File: src/tat_consts.vh
// Purpose: constants for the asynchronous timer 0 block
// Assumes: byte addresses on a 32-bit Avalon-MM slave, one register per word
// Notes: only the low byte of each word is used, upper bits read as zero
`ifndef TAT_CONSTS_VH
`define TAT_CONSTS_VH

// register byte offsets
`define TAT_OFS_COUNT 5'h00
`define TAT_OFS_COMPARE 5'h04
`define TAT_OFS_CONTROL 5'h08
`define TAT_OFS_STATUS 5'h0C
`define TAT_OFS_MASK 5'h10
`define TAT_OFS_FLAGS 5'h14
`define TAT_OFS_SFC 5'h18

// async_timer_status fields
`define TAT_ST_ASYNC_SEL 3
`define TAT_ST_CNT_BUSY 2
`define TAT_ST_CMP_BUSY 1
`define TAT_ST_CTL_BUSY 0

// mask and flag fields
`define TAT_BIT_COMPARE 1
`define TAT_BIT_OVERFLOW 0

// special_function_control fields
`define TAT_SFC_SYNC_HOLD 7
`define TAT_SFC_PRESC_RST 1

// timer_control fields
`define TAT_CTL_WGM0 6
`define TAT_CTL_COM_HI 5
`define TAT_CTL_COM_LO 4
`define TAT_CTL_WGM1 3
`define TAT_CTL_CS_HI 2

// reset values
`define TAT_RST_BYTE 8'h00
`define TAT_RST_PRESC 10'h000

// counter limits
`define TAT_MAX 8'hFF
`define TAT_BOTTOM 8'h00

// waveform modes {wgm1, wgm0}
`define TAT_MODE_NORMAL 2'h0
`define TAT_MODE_PCPWM 2'h1
`define TAT_MODE_CTC 2'h2
`define TAT_MODE_FAST 2'h3

// processor cycles of flag synchronisation after the timer cycle
`define TAT_FLAG_SYNC_STAGES 3

`endif

File: src/tat_async_timer0.v
// Purpose: timer 0 with asynchronous crystal clocking, holding registers,
//   update-busy flags, interrupt flags and prescaler
// Assumes: clk is the I/O clock; the crystal arrives on oscInPin and is
//   sampled here, so it must be well below a quarter of clk
// Notes: registers answer over Avalon-MM, one waitrequest cycle per access
//
// Local design decisions: the register addresses and the Avalon-MM register port.
`timescale 1ns/1ns
`default_nettype none
`include "tat_consts.vh"

// How it works
// (RQ1) async select picks I/O or crystal clock
// (RQ2) counter write sets busy until loaded
// (RQ3) compare write sets busy until loaded
// (RQ4) control write sets busy until loaded
// (RQ5) software waits for busy clear before rewriting
// (RQ6) counter reads live value, others read holding
// (RQ7) holding registers load after two crystal edges
// (RQ8) no compare match while counter/compare pending
// (RQ9) wake logic needs one crystal cycle reset
// (RQ10) crystal stopped in power-down and standby
// (RQ11) wake starts on the next timer tick
// (RQ12) counter read register refreshed per crystal edge
// (RQ13) software syncs via busy flag before reading
// (RQ14) async flags take timer cycle plus three
// (RQ15) compare pin driven on timer tick directly
// (RQ16) compare irq needs global, enable and flag
// (RQ17) overflow irq needs global, enable and flag
// (RQ18) compare flag set on match, cleared twice
// (RQ19) overflow flag on wrap or bottom reversal
// (RQ20) prescaler taps 1,8,32,64,128,256,1024 or stop
// (RQ21) prescaler reset bit clears prescaler phase
// (RQ22) async select detaches crystal pins from port
// (RQ23) prescaler reset bit self-clear rules
module tat_async_timer0 (
  input wire clk, // I/O clock, 125 MHz
  input wire sys_rst, // asynchronous reset, active high
  input wire clkEn, // freezes all state while low
  input wire [4:0] avs_address, // byte address
  input wire avs_read, // read request
  input wire avs_write, // write request
  input wire [31:0] avs_writedata, // write data
  input wire [3:0] avs_byteenable, // byte lanes, lane 0 used
  output reg [31:0] avs_readdata, // read data
  output wire avs_waitrequest, // stall until answer
  input wire oscInPin, // crystal clock from the pin, asynchronous
  input wire globalIrqEnable, // global interrupt enable of the cpu status word
  input wire compareVecAck, // compare vector executing, one-cycle pulse
  input wire overflowVecAck, // overflow vector executing, one-cycle pulse
  input wire sleepActive, // processor in power-save style sleep
  input wire deepSleep, // power-down or standby selected
  output wire compareIrq, // compare-match interrupt request
  output wire overflowIrq, // overflow interrupt request
  output reg wakeReq, // wake-up request from sleep
  output reg compareOut, // compare output pin level
  output wire oscPinsDetach, // crystal pins taken from the port
  output wire oscEnable // crystal oscillator running
);

  // bus handshake state
  reg ackR;
  wire busReq;
  wire busWr;
  wire [7:0] wrByte;
  // crystal sampling
  reg oscS1_r;
  reg oscS2_r;
  reg oscS3_r;
  reg oscLevel_r;
  wire oscRise;
  // control and status
  reg asyncSel_r;
  reg [7:0] mask_r;
  reg [1:0] flags_r;
  reg syncHold_r;
  reg prescRst_r;
  reg [9:0] presc_r;
  reg [7:0] count_r;
  reg [7:0] compare_r;
  reg [7:0] control_r;
  reg countSync_r;
  reg [7:0] countRead_r;
  reg dirDown_r;
  reg [1:0] evtPend_r;
  reg [1:0] evtPipe0_r;
  reg [1:0] evtPipe1_r;
  reg [1:0] evtPipe2_r;
  reg wakeBlock_r;
  // per-register holding channels
  wire [2:0] busyVec;
  wire [2:0] loadVec;
  wire [23:0] holdFlat;
  wire [23:0] loadFlat;
  // timing
  wire srcTick;
  reg cntTick;
  wire [1:0] mode;
  wire matchNow;
  reg [1:0] evtNow;
  wire [1:0] flagSet, flagClr;
  reg [7:0] rdByte;

  // one wait cycle per access, request taken when ackR is high
  assign busReq = avs_read | avs_write;
  assign avs_waitrequest = busReq & ~ackR;
  assign busWr = avs_write & ackR & clkEn & avs_byteenable[0];
  assign wrByte = avs_writedata[7:0];

  always @(posedge clk or posedge sys_rst) begin
    if (sys_rst) begin
      ackR <= 1'b0;
    end else if (clkEn) begin
      ackR <= busReq & ~ackR;
    end
  end

  // crystal input: three flops, edge counts once stages two and three agree
  always @(posedge clk or posedge sys_rst) begin
    if (sys_rst) begin
      oscS1_r <= 1'b0;
      oscS2_r <= 1'b0;
      oscS3_r <= 1'b0;
      oscLevel_r <= 1'b0;
    end else if (clkEn) begin
      oscS1_r <= oscInPin;
      oscS2_r <= oscS1_r;
      oscS3_r <= oscS2_r;
      if (oscS2_r == oscS3_r) begin
        oscLevel_r <= oscS3_r;
      end
    end
  end

  // a stopped oscillator gives no edges in deep sleep
  assign oscEnable = asyncSel_r & ~deepSleep; // RQ10
  assign oscRise = oscEnable & (oscS2_r == oscS3_r) & oscS3_r & ~oscLevel_r;
  assign srcTick = asyncSel_r ? oscRise : 1'b1; // RQ1
  assign oscPinsDetach = asyncSel_r; // RQ22

  // holding register, busy flag and edge count for each of the three registers
  genvar gi;
  generate
    for (gi = 0; gi < 3; gi = gi + 1) begin : chan
      localparam [4:0] OFS = (gi == 0) ? `TAT_OFS_COUNT :
                             (gi == 1) ? `TAT_OFS_COMPARE : `TAT_OFS_CONTROL;
      reg [7:0] hold_r;
      reg busy_r;
      reg edgeSeen_r;
      wire wr;
      assign wr = busWr & (avs_address == OFS);
      // sync mode loads at once; async waits for the second crystal edge
      assign loadVec[gi] = (wr & ~asyncSel_r) | (busy_r & oscRise & edgeSeen_r); // RQ7
      assign loadFlat[gi*8 +: 8] = asyncSel_r ? hold_r : wrByte;
      assign holdFlat[gi*8 +: 8] = hold_r;
      assign busyVec[gi] = busy_r;
      always @(posedge clk or posedge sys_rst) begin
        if (sys_rst) begin
          hold_r <= `TAT_RST_BYTE;
          busy_r <= 1'b0;
          edgeSeen_r <= 1'b0;
        end else if (clkEn) begin
          if (wr) begin
            // a rewrite while busy restarts the transfer; the value may tear
            hold_r <= wrByte; // RQ5
            busy_r <= asyncSel_r; // RQ2 RQ3 RQ4
            edgeSeen_r <= 1'b0;
          end else if (busy_r && oscRise) begin
            if (edgeSeen_r) begin
              busy_r <= 1'b0; // RQ2 RQ3 RQ4
              edgeSeen_r <= 1'b0;
            end else begin
              edgeSeen_r <= 1'b1; // RQ7
            end
          end
        end
      end
    end
  endgenerate

  // async select, interrupt mask, sync hold and prescaler reset bits
  always @(posedge clk or posedge sys_rst) begin
    if (sys_rst) begin
      asyncSel_r <= 1'b0;
      mask_r <= `TAT_RST_BYTE;
      syncHold_r <= 1'b0;
      prescRst_r <= 1'b0;
    end else if (clkEn) begin
      if (busWr && avs_address == `TAT_OFS_STATUS) begin
        asyncSel_r <= wrByte[`TAT_ST_ASYNC_SEL]; // RQ1
      end
      if (busWr && avs_address == `TAT_OFS_MASK) begin
        mask_r <= wrByte;
      end
      if (busWr && avs_address == `TAT_OFS_SFC) begin
        syncHold_r <= wrByte[`TAT_SFC_SYNC_HOLD];
        if (wrByte[`TAT_SFC_PRESC_RST]) begin
          prescRst_r <= 1'b1; // RQ21
        end
      end else if (prescRst_r && !syncHold_r) begin
        // async mode holds the bit until a crystal edge has reset the prescaler
        if (!asyncSel_r || oscRise) begin
          prescRst_r <= 1'b0; // RQ23
        end
      end
    end
  end

  // prescaler counts source ticks, held at zero while reset is asserted
  always @(posedge clk or posedge sys_rst) begin
    if (sys_rst) begin
      presc_r <= `TAT_RST_PRESC;
    end else if (clkEn) begin
      if (prescRst_r) begin
        presc_r <= `TAT_RST_PRESC; // RQ21
      end else if (srcTick) begin
        presc_r <= presc_r + 10'h001;
      end
    end
  end

  // clock select decode of prescaler taps
  always @* begin
    case (control_r[`TAT_CTL_CS_HI:0])
      3'h1: cntTick = srcTick; // RQ20
      3'h2: cntTick = srcTick & (&presc_r[2:0]);
      3'h3: cntTick = srcTick & (&presc_r[4:0]);
      3'h4: cntTick = srcTick & (&presc_r[5:0]);
      3'h5: cntTick = srcTick & (&presc_r[6:0]);
      3'h6: cntTick = srcTick & (&presc_r[7:0]);
      3'h7: cntTick = srcTick & (&presc_r[9:0]);
      default: cntTick = 1'b0;
    endcase
    if (prescRst_r) begin
      cntTick = 1'b0;
    end
  end

  assign mode = {control_r[`TAT_CTL_WGM1], control_r[`TAT_CTL_WGM0]};
  // pending counter or compare transfer masks the comparator
  assign matchNow = (count_r == compare_r) & ~busyVec[0] & ~busyVec[1]; // RQ8

  // events raised on this counter tick
  always @* begin
    evtNow = 2'h0;
    if (cntTick && !loadVec[0]) begin
      evtNow[`TAT_BIT_COMPARE] = matchNow; // RQ18
      if (mode == `TAT_MODE_PCPWM) begin
        evtNow[`TAT_BIT_OVERFLOW] = dirDown_r & (count_r == `TAT_BOTTOM); // RQ19
      end else begin
        evtNow[`TAT_BIT_OVERFLOW] = (count_r == `TAT_MAX); // RQ19
      end
    end
  end

  // destination registers and the counter itself
  always @(posedge clk or posedge sys_rst) begin
    if (sys_rst) begin
      count_r <= `TAT_RST_BYTE;
      compare_r <= `TAT_RST_BYTE;
      control_r <= `TAT_RST_BYTE;
      dirDown_r <= 1'b0;
      compareOut <= 1'b0;
    end else if (clkEn) begin
      if (loadVec[1]) begin
        compare_r <= loadFlat[15:8]; // RQ3
      end
      if (loadVec[2]) begin
        control_r <= loadFlat[23:16]; // RQ4
      end
      if (loadVec[0]) begin
        count_r <= loadFlat[7:0]; // RQ2
      end else if (cntTick) begin
        case (mode)
          `TAT_MODE_CTC: begin
            count_r <= matchNow ? `TAT_BOTTOM : count_r + 8'h01;
          end
          `TAT_MODE_PCPWM: begin
            if (!dirDown_r && count_r == `TAT_MAX) begin
              dirDown_r <= 1'b1;
              count_r <= count_r - 8'h01;
            end else if (dirDown_r && count_r == `TAT_BOTTOM) begin
              dirDown_r <= 1'b0;
              count_r <= count_r + 8'h01;
            end else begin
              count_r <= dirDown_r ? count_r - 8'h01 : count_r + 8'h01;
            end
          end
          default: begin
            count_r <= count_r + 8'h01;
          end
        endcase
      end
      // pin follows the timer tick with no resync to the processor clock
      if (cntTick && matchNow && !loadVec[0]) begin
        case ({control_r[`TAT_CTL_COM_HI], control_r[`TAT_CTL_COM_LO]})
          2'h1: compareOut <= ~compareOut; // RQ15
          2'h2: compareOut <= 1'b0;
          2'h3: compareOut <= 1'b1;
          default: compareOut <= compareOut;
        endcase
      end
    end
  end

  // async flags: held one timer cycle, then three processor stages
  always @(posedge clk or posedge sys_rst) begin
    if (sys_rst) begin
      evtPend_r <= 2'h0;
      evtPipe0_r <= 2'h0;
      evtPipe1_r <= 2'h0;
      evtPipe2_r <= 2'h0;
    end else if (clkEn) begin
      if (srcTick) begin
        evtPipe0_r <= evtPend_r; // RQ14
        evtPend_r <= evtNow;
      end else begin
        evtPipe0_r <= 2'h0;
        evtPend_r <= evtPend_r | evtNow;
      end
      evtPipe1_r <= evtPipe0_r;
      evtPipe2_r <= evtPipe1_r;
    end
  end

  assign flagSet = asyncSel_r ? evtPipe2_r : evtNow; // RQ14

  // interrupt flags: set wins over write-one-to-clear and vector clear
  assign flagClr = ({2{busWr && avs_address == `TAT_OFS_FLAGS}} & wrByte[1:0]) |
                   {compareVecAck, overflowVecAck}; // RQ18 RQ19
  always @(posedge clk or posedge sys_rst) begin
    if (sys_rst) begin
      flags_r <= 2'h0;
    end else if (clkEn) begin
      flags_r <= (flags_r & ~flagClr) | flagSet;
    end
  end

  assign compareIrq = globalIrqEnable & mask_r[`TAT_BIT_COMPARE] &
                      flags_r[`TAT_BIT_COMPARE]; // RQ16
  assign overflowIrq = globalIrqEnable & mask_r[`TAT_BIT_OVERFLOW] &
                       flags_r[`TAT_BIT_OVERFLOW]; // RQ17

  // wake request on the next timer tick; blocked after it until a crystal rise once awake
  always @(posedge clk or posedge sys_rst) begin
    if (sys_rst) begin
      wakeReq <= 1'b0;
      wakeBlock_r <= 1'b0;
    end else if (clkEn) begin
      if (!sleepActive) begin
        wakeReq <= 1'b0;
      end else if (srcTick && (compareIrq || overflowIrq) && !wakeBlock_r) begin
        wakeReq <= 1'b1; // RQ11
        wakeBlock_r <= 1'b1;
      end
      if (wakeBlock_r && !sleepActive && oscRise) begin
        wakeBlock_r <= 1'b0; // RQ9
      end
    end
  end

  // counter read copy; frozen in sleep so the old value shows after wake
  always @(posedge clk or posedge sys_rst) begin
    if (sys_rst) begin
      countRead_r <= `TAT_RST_BYTE;
      countSync_r <= 1'b0;
    end else if (clkEn) begin
      countSync_r <= asyncSel_r;
      if (!sleepActive && (!asyncSel_r || oscRise || !countSync_r)) begin
        countRead_r <= count_r; // RQ12
      end
    end
  end

  // read mux; unmapped addresses read zero
  always @* begin
    case (avs_address)
      `TAT_OFS_COUNT: rdByte = asyncSel_r ? countRead_r : count_r; // RQ6
      `TAT_OFS_COMPARE: rdByte = holdFlat[15:8]; // RQ6
      `TAT_OFS_CONTROL: rdByte = {1'b0, holdFlat[22:16]};
      `TAT_OFS_STATUS: rdByte = {4'h0, asyncSel_r, busyVec[0], busyVec[1], busyVec[2]};
      `TAT_OFS_MASK: rdByte = mask_r;
      `TAT_OFS_FLAGS: rdByte = {6'h00, flags_r};
      `TAT_OFS_SFC: rdByte = {syncHold_r, 5'h00, prescRst_r, 1'b0};
      default: rdByte = 8'h00;
    endcase
  end

  // read data captured in the wait cycle, stands at the answer edge
  always @(posedge clk or posedge sys_rst) begin
    if (sys_rst) begin
      avs_readdata <= 32'h00000000;
    end else if (clkEn) begin
      if (avs_read && !ackR) begin
        avs_readdata <= {24'h000000, rdByte};
      end
    end
  end

endmodule // tat_async_timer0
`default_nettype wire

File: config.mk
export PLATFORM = sky130hd
export DESIGN_NAME = tat_async_timer0
export DESIGN_NICKNAME = d
export VERILOG_FILES = /design/src/tat_async_timer0.v
export VERILOG_INCLUDE_DIRS = /design/src
export SDC_FILE = /design/constraint.sdc
export NUM_CORES = 1
export LEC_CHECK = 0
export ABC_AREA = 1
export BUFFER_PORTS_ARGS = -buffer_cell sky130_fd_sc_hd__buf_2
export CAP_MARGIN = 20
export CELL_PAD_IN_SITES_DETAIL_PLACEMENT = 1
export CELL_PAD_IN_SITES_GLOBAL_PLACEMENT = 2
export CORE_UTILIZATION = 32
export CTS_BUF_LIST = sky130_fd_sc_hd__clkbuf_4 sky130_fd_sc_hd__clkbuf_8 sky130_fd_sc_hd__clkbuf_16
export CTS_CLUSTER_SIZE = 28
export DETAILED_ROUTE_END_ITERATION = 7
export PLACE_DENSITY = 0.83
export SYNTH_ARGS = -nofsm -noshare
export SYNTH_HDL_FRONTEND = slang
export SYNTH_SLANG_ARGS = --single-unit
File: constraint.sdc
create_clock -name clk -period 9.1 [get_ports clk]
set_clock_uncertainty 0.2 [all_clocks]
set_input_delay 0.455 -clock clk [delete_from_list [all_inputs] [get_ports clk]]
set_output_delay 0.455 -clock clk [all_outputs]
set_load 0.1 [all_outputs]
-- Yosys cells after proc, flatten, opt, wreduce, memory -nomap -nowiden
Cells that the tools add are included.
- input bits: 52
- register bits: 109
- word-level logic and storage cells: 238
- reduce and logical (&&, ||, !) cells: 76
- eq/ne operators: 23
- $add $sub $neg: 3
- bitwise gates (word level): 51
- mux-type cells: 51
- operators by type and width (operator ; count):
    $mux 8 ; 9
    $pmux 8 s7 ; 1
    $reduce_and 2->1 ; 17
    $and 1x1->1 ; 33
    $mux 1 ; 31
    $reduce_bool 2->1 ; 13
    $mux 10 ; 2
    $logic_and 1x1->1 ; 19
    $reduce_and 3->1 ; 6
    $pmux 8 s2 ; 1
    $eq 5x5->1 const B ; 3
    $eq 3x3->1 const B ; 4
    $add 10x1->10 const B ; 1
    $eq 5x4->1 const B ; 2
    $reduce_and 10->1 ; 1
    $reduce_and 5->1 ; 2
    $add 8x1->8 const B ; 1
    $eq 8x8->1 ; 1
    $eq 8x8->1 const B ; 1
    $logic_not 1->1 ; 8
    $logic_not 8->1 ; 1
    $mux 2 ; 4
    $not 1->1 ; 8
    $reduce_and 8->1 ; 1
    22 further kinds ; 34

-- Longest topological paths before layout
- depth after elaboration: 13
- depth in mapped cells: 13
- gate-level depth less buffers: 12

-- Worst setup path before layout
OpenSTA, ideal clock, no wires.
- kind: register -> register
- from: register asyncSel_r (netlist: oscPinsDetach)
- to: register presc_r[7]
- library setup time: 0.123 ns
- cell stages (with the launch flop): 13
- setup slack: 6.146 ns
- arrival time: 2.631 ns
- cells stage by stage: dfrtp_1 buf_6 inv_4 nor2_4 nand2_4 nand2_2 nand2_2 nand2_2 nand3_2 nor2_1 nand2_1 o21ai_0 a21oi_1
- longest elaborated chain between the ends: 7
- ends and longest elaborated chain (item ; RTL line ; source):
    from (decl) ; tat_async_timer0.v:73 ; reg asyncSel_r;
    from (signal assigned) ; tat_async_timer0.v:190 ; asyncSel_r <= wrByte[`TAT_ST_ASYNC_SEL];
    $and 1x1->1 ; tat_async_timer0.v:136 ; assign oscEnable = asyncSel_r & ~deepSleep;
    via oscEnable ; tat_async_timer0.v:58 ; output wire oscEnable
    $and 1x1->1 (3 in a row) ; tat_async_timer0.v:137 ; assign oscRise = oscEnable & (oscS2_r == oscS3_r) & oscS3_r & ~oscLevel_r;
    $mux 1 ; tat_async_timer0.v:138 ; assign srcTick = asyncSel_r ? oscRise : 1'b1;
    $reduce_bool 2->1 (no source line) ; -- ;
    $reduce_and 2->1 (no source line) ; -- ;
    to (signal assigned) ; tat_async_timer0.v:212 ; presc_r <= `TAT_RST_PRESC;
    to (signal assigned) ; tat_async_timer0.v:215 ; presc_r <= `TAT_RST_PRESC;
    to (signal assigned) ; tat_async_timer0.v:217 ; presc_r <= presc_r + 10'h001;
    to (decl) ; tat_async_timer0.v:78 ; reg [9:0] presc_r;
The timed path passes the listed nets, and every way through them passes these cells.
A chain may end at the register's enable or synchronous reset.

-- Worst setup path after layout
- from: register asyncSel_r (netlist: oscPinsDetach)
- to: register control_r[6]
- longest elaborated chain between the ends: 8
- elaborated cells between the ends (all ways): 11
- those cells by class: mux: 1; bitwise: 9; reduce/logical: 1
- ends and longest elaborated chain (item ; RTL line ; source):
    $and 1x1->1 ; tat_async_timer0.v:136 ;
    $and 1x1->1 (3 in a row) ; tat_async_timer0.v:137 ;
    $and 1x1->1 (2 in a row) ; tat_async_timer0.v:153 ; assign loadVec[gi] = (wr & ~asyncSel_r) | (busy_r & oscRise & edgeSeen_r);
    $or 1x1->1 ; tat_async_timer0.v:153 ;
    $reduce_and 2->1 (no source line) ; -- ;
    to (signal assigned) ; tat_async_timer0.v:261 ; control_r <= `TAT_RST_BYTE;
    to (signal assigned) ; tat_async_timer0.v:269 ; control_r <= loadFlat[23:16];
    to (decl) ; tat_async_timer0.v:81 ; reg [7:0] control_r;
Several ways; a longest one is shown, not always the timed one.

==> impl_metrics.csv <==
group,metric,value,unit
floorplan,coreArea,0.0188,sq mm
layout,fill_cells,2364,
synth,yosys_most_used_dff,"dfrtp_1",
synth,muxShareOfSynthArea,0.323,%
timing,setup_viol,0,
synth,syn-instance-count,829,
timing,tns,0,ps
placed_design,place_inst,1104,
pwr,power_frac_clock,31.1,%
timing,slew-limit-headroom,46.0,%
cts,path_clk_slew,80,ps
placed_design,io_buffer_count,39,
placed_design,dp_slack,6220,ps
pwr,max-vdd-ir-drop,0.111,mV
synth,synth_compound_gate_area_share,14.8,%
synth,synth_fa_ha_area_share,1.41,%
grt,grt_pass1_wl,30.0,mm
cts,post_cts_buffers,0,
route,drtIter0Drc,213,
synth,synth.area.top_cells,"dfrtp_1 (44%), nand2_1 (13%), o21ai_0 (8.1%), inv_1 (5.9%), nand3_1 (4.3%)",
route,wirelength,18.5,mm
timing,hold_viol_final,0,
synth,synth_cell_types,45,
cts,htreeDepth,3,
worst_setup_path,start_kind,"flip-flop",
flow_run,maxCapViolCount,0,
synth,seq_area_frac_synth,44.0,%
layout,ff_latch_area,0.00273,sq mm
synth,synth.top_cell.area_share,44.0,%
worst_hold_path,hold_class,"in -> async",
floorplan,num_rows,50,
route,ant_nets,0,
cts,root_buffer,"clkbuf_16",
route,viasPerCell,4.89,
pwr,finalPower,1.26,mW
timing,max_freq,377,MHz
floorplan,start_util,33.0,%
worst_setup_path,cp_cell_sequence,"buf_4 -> inv_4 -> nor2_4 -> nand2_4 -> nor3_1 -> inv_1 -> a21oi_2 -> nand2_1 -> o21ai_0",
floorplan,die-height,141,microns
grt,grt_start_max_net_pins,60,
placed_design,post-dp-hpwl,13.5,mm
worst_setup_path,reg2reg_slack,6450,ps
synth,synth-xor-area-share,1.69,%
timing,rsz0062_at_grt,"no",
route,drc,0,
floorplan,ios,91,
pwr,p_leak,3.35,nW
layout,area_growth,9.48,%
worst_setup_path,critPathKind,"reg -> reg",
worst_setup_path,critPathArrivalTime,2730,ps
pwr,pwr-share-seq,44.3,%
status,status,"completed",
synth,synth.ff_latch_count,109,
worst_setup_path,slowest_delay,550,ps
synth,synth_area,0.00621,sq mm
cts,ctsHoldBuffers,0,
cts,insertion_delay,370,ps
layout,final_cells,1119,
synth,ys_warn_count,0,
route,drt_first_pass_iters,4,
timing,finalCritPeriodShare,29.1,%
synth,synth_top_family_by_area,"simple AND/OR/NAND/NOR gates",
cts,cts_buffer_depth,2,
cts,cts_sinks,109,
layout,antenna_cells,0,
grt,grt_pass1_vias,5534,
synth,synth_edf_count,0,
synth,yosys-top-cells-count,"nand2_1 (223), dfrtp_1 (109), o21ai_0 (100), inv_1 (98), nor2_1 (61)",
synth,synthArstFlopShare,100,%
cts,cts_made_buffers,9,
worst_setup_path,critical_path.slowest_cell,"a21oi_2",
synth,syn_avg_cell_area,7.49,sq um
synth,yosys.area_share.simple,26.0,%
layout,nets,914,
floorplan,die_area,0.0200,sq mm
timing,tightest_slew,810,ps
pwr,power_density,186,mW/mm^2
worst_setup_path,required,9180,ps
pwr,combPwrFrac,24.5,%
route,num_vias,5472,
layout,multi_input_area,0.00284,sq mm
floorplan,die_width,141,microns
grt,grt_usage,19.7,%
cts,cts_resized,0,
layout,drive_gt1_share,10.5,%
worst_setup_path,worstReg2RegEnd,"control_r[6]$_DFFE_PP0P_",
layout,utilization,36.1,%
grt,antenna_found_initial,0,
synth,yosys.area.top_type,"dfrtp_1",
grt,overflow,0,
pwr,p_switching,456,uW
timing,final-max-slew-violation-count,0,
worst_setup_path,endpoint_kind,"flip-flop",
cts,cts_tree,"built",
timing,setup_ws,6450,ps
synth,synth.most_common_cell,"nand2_1",
pwr,sw_frac_of_total,36.1,%
timing,finalWorstPathRequiredPeriod,2650,ps
route,wl_per_cell,16.5,microns
worst_setup_path,worstRegToRegCells,9,
worst_setup_path,crit_fanout,38,
worst_setup_path,reg2reg_from,"oscPinsDetach$_DFFE_PP0P_",
pwr,p_int,807,uW
placed_design,gp_congestion,0.809,
[cell usage in the layout (no fill, tap or decap), types with 5 or more instances in the layout]
cell and instances:
clkbuf_16 9, nand2_1 223, xor2_1 9, o21ai_1 5
o21ai_0 100, nand2_2 6, nor2_1 61, o22ai_1 6
nor3_1 14, a21oi_1 32, a211oi_1 6, buf_2 39
conb_1 24, dfrtp_1 109, ha_1 7, inv_1 97
nand3_1 53
[layer usage]
layer / part of all wire (%) / track usage [%] / wire (microns)
met1: 48 / 27.1 / 8900
met2: 48 / 32.3 / 8890
met3: 2.7 / 2.90 / 502
met4: 1.0 / 4.86 / 190
met5: 0 / 0 / 0
[power groups by stage]
| stage | clock [mW] | sequential (mW) | combinational (mW) |
|---|---|---|---|
| 2_1_floorplan | 0 | 0.567 | 0.245 |
| 3_3_place_gp | 0 | 0.568 | 0.307 |
| 3_5_place_dp | 0 | 0.570 | 0.312 |
| 4_1_cts | 0.409 | 0.560 | 0.313 |
| 5_1_grt | 0.418 | 0.566 | 0.350 |
| 6_report | 0.393 | 0.560 | 0.310 |
[logic make-up (layout without fill, tap and decap cells)]
group,count (synthesis),after routing
AND/OR/NAND/NOR,376,376
AO/OA/AOI/OAI,166,166
buffers and inverters,156,163
flip-flops,109,109
XOR/XNOR,12,12
adder cells (fa/ha/maj),7,7
multiplexers,2,2
other,1,24
[area by class of cell]
class,instances,area share (%)
multi-input cells,587,41.7
clock buffers,11,3.63
clock inverters,4,0.479
well taps,260,4.79
repair buffers,43,3.31
flip-flops and latches,109,40.1
inverters,105,5.89
[through the flow]
stage                     hold WS [ps]  area [sq um]
final                             38.7          6790
after global routing               109          6790
after CTS                         74.5          6790
after detailed placement           264          6520
after global placement             257          6520
after floorplan                    242          6290
[worst max-delay path: cells and delay by family, from the launching register on]
kind | cells | cell delay [ps]
buf+inv | 3 | 740
compound gates | 2 | 670
simple gates | 4 | 600
flops | 1 | 320
[how the worst max path moves through the flow]
stage	startpoint	end	slack (ps)	cells past startpoint
3_5_place_dp	clkEn	count_r[0]$_DFFE_PP0P_	6220	9
4_1_cts	oscPinsDetach$_DFFE_PP0P_	control_r[0]$_DFFE_PP0P_	6420	8
3_3_place_gp	clkEn	count_r[1]$_DFFE_PP0P_	6260	9
2_1_floorplan	sys_rst	ackR$_DFFE_PP0P_	5570	1
6_report	oscPinsDetach$_DFFE_PP0P_	control_r[6]$_DFFE_PP0P_	6450	9
5_1_grt	oscPinsDetach$_DFFE_PP0P_	count_r[0]$_DFFE_PP0P_	6250	11
[state kept, by name, indices dropped and copies added, names as in the netlist, 2 cells and up]
name	count
presc_r	10
control_r	7
evtPend_r	2
countRead_r	8
mask_r	8
flags_r	2
chan.edgeSeen_r	3
chan.hold_r	23
chan.busy_r	3
count_r	8
evtPipe2_r	2
evtPipe1_r	2
compare_r	8
evtPipe0_r	2
avs_readdata	8
No activity file was read; power rests on OpenSTA's default activity.
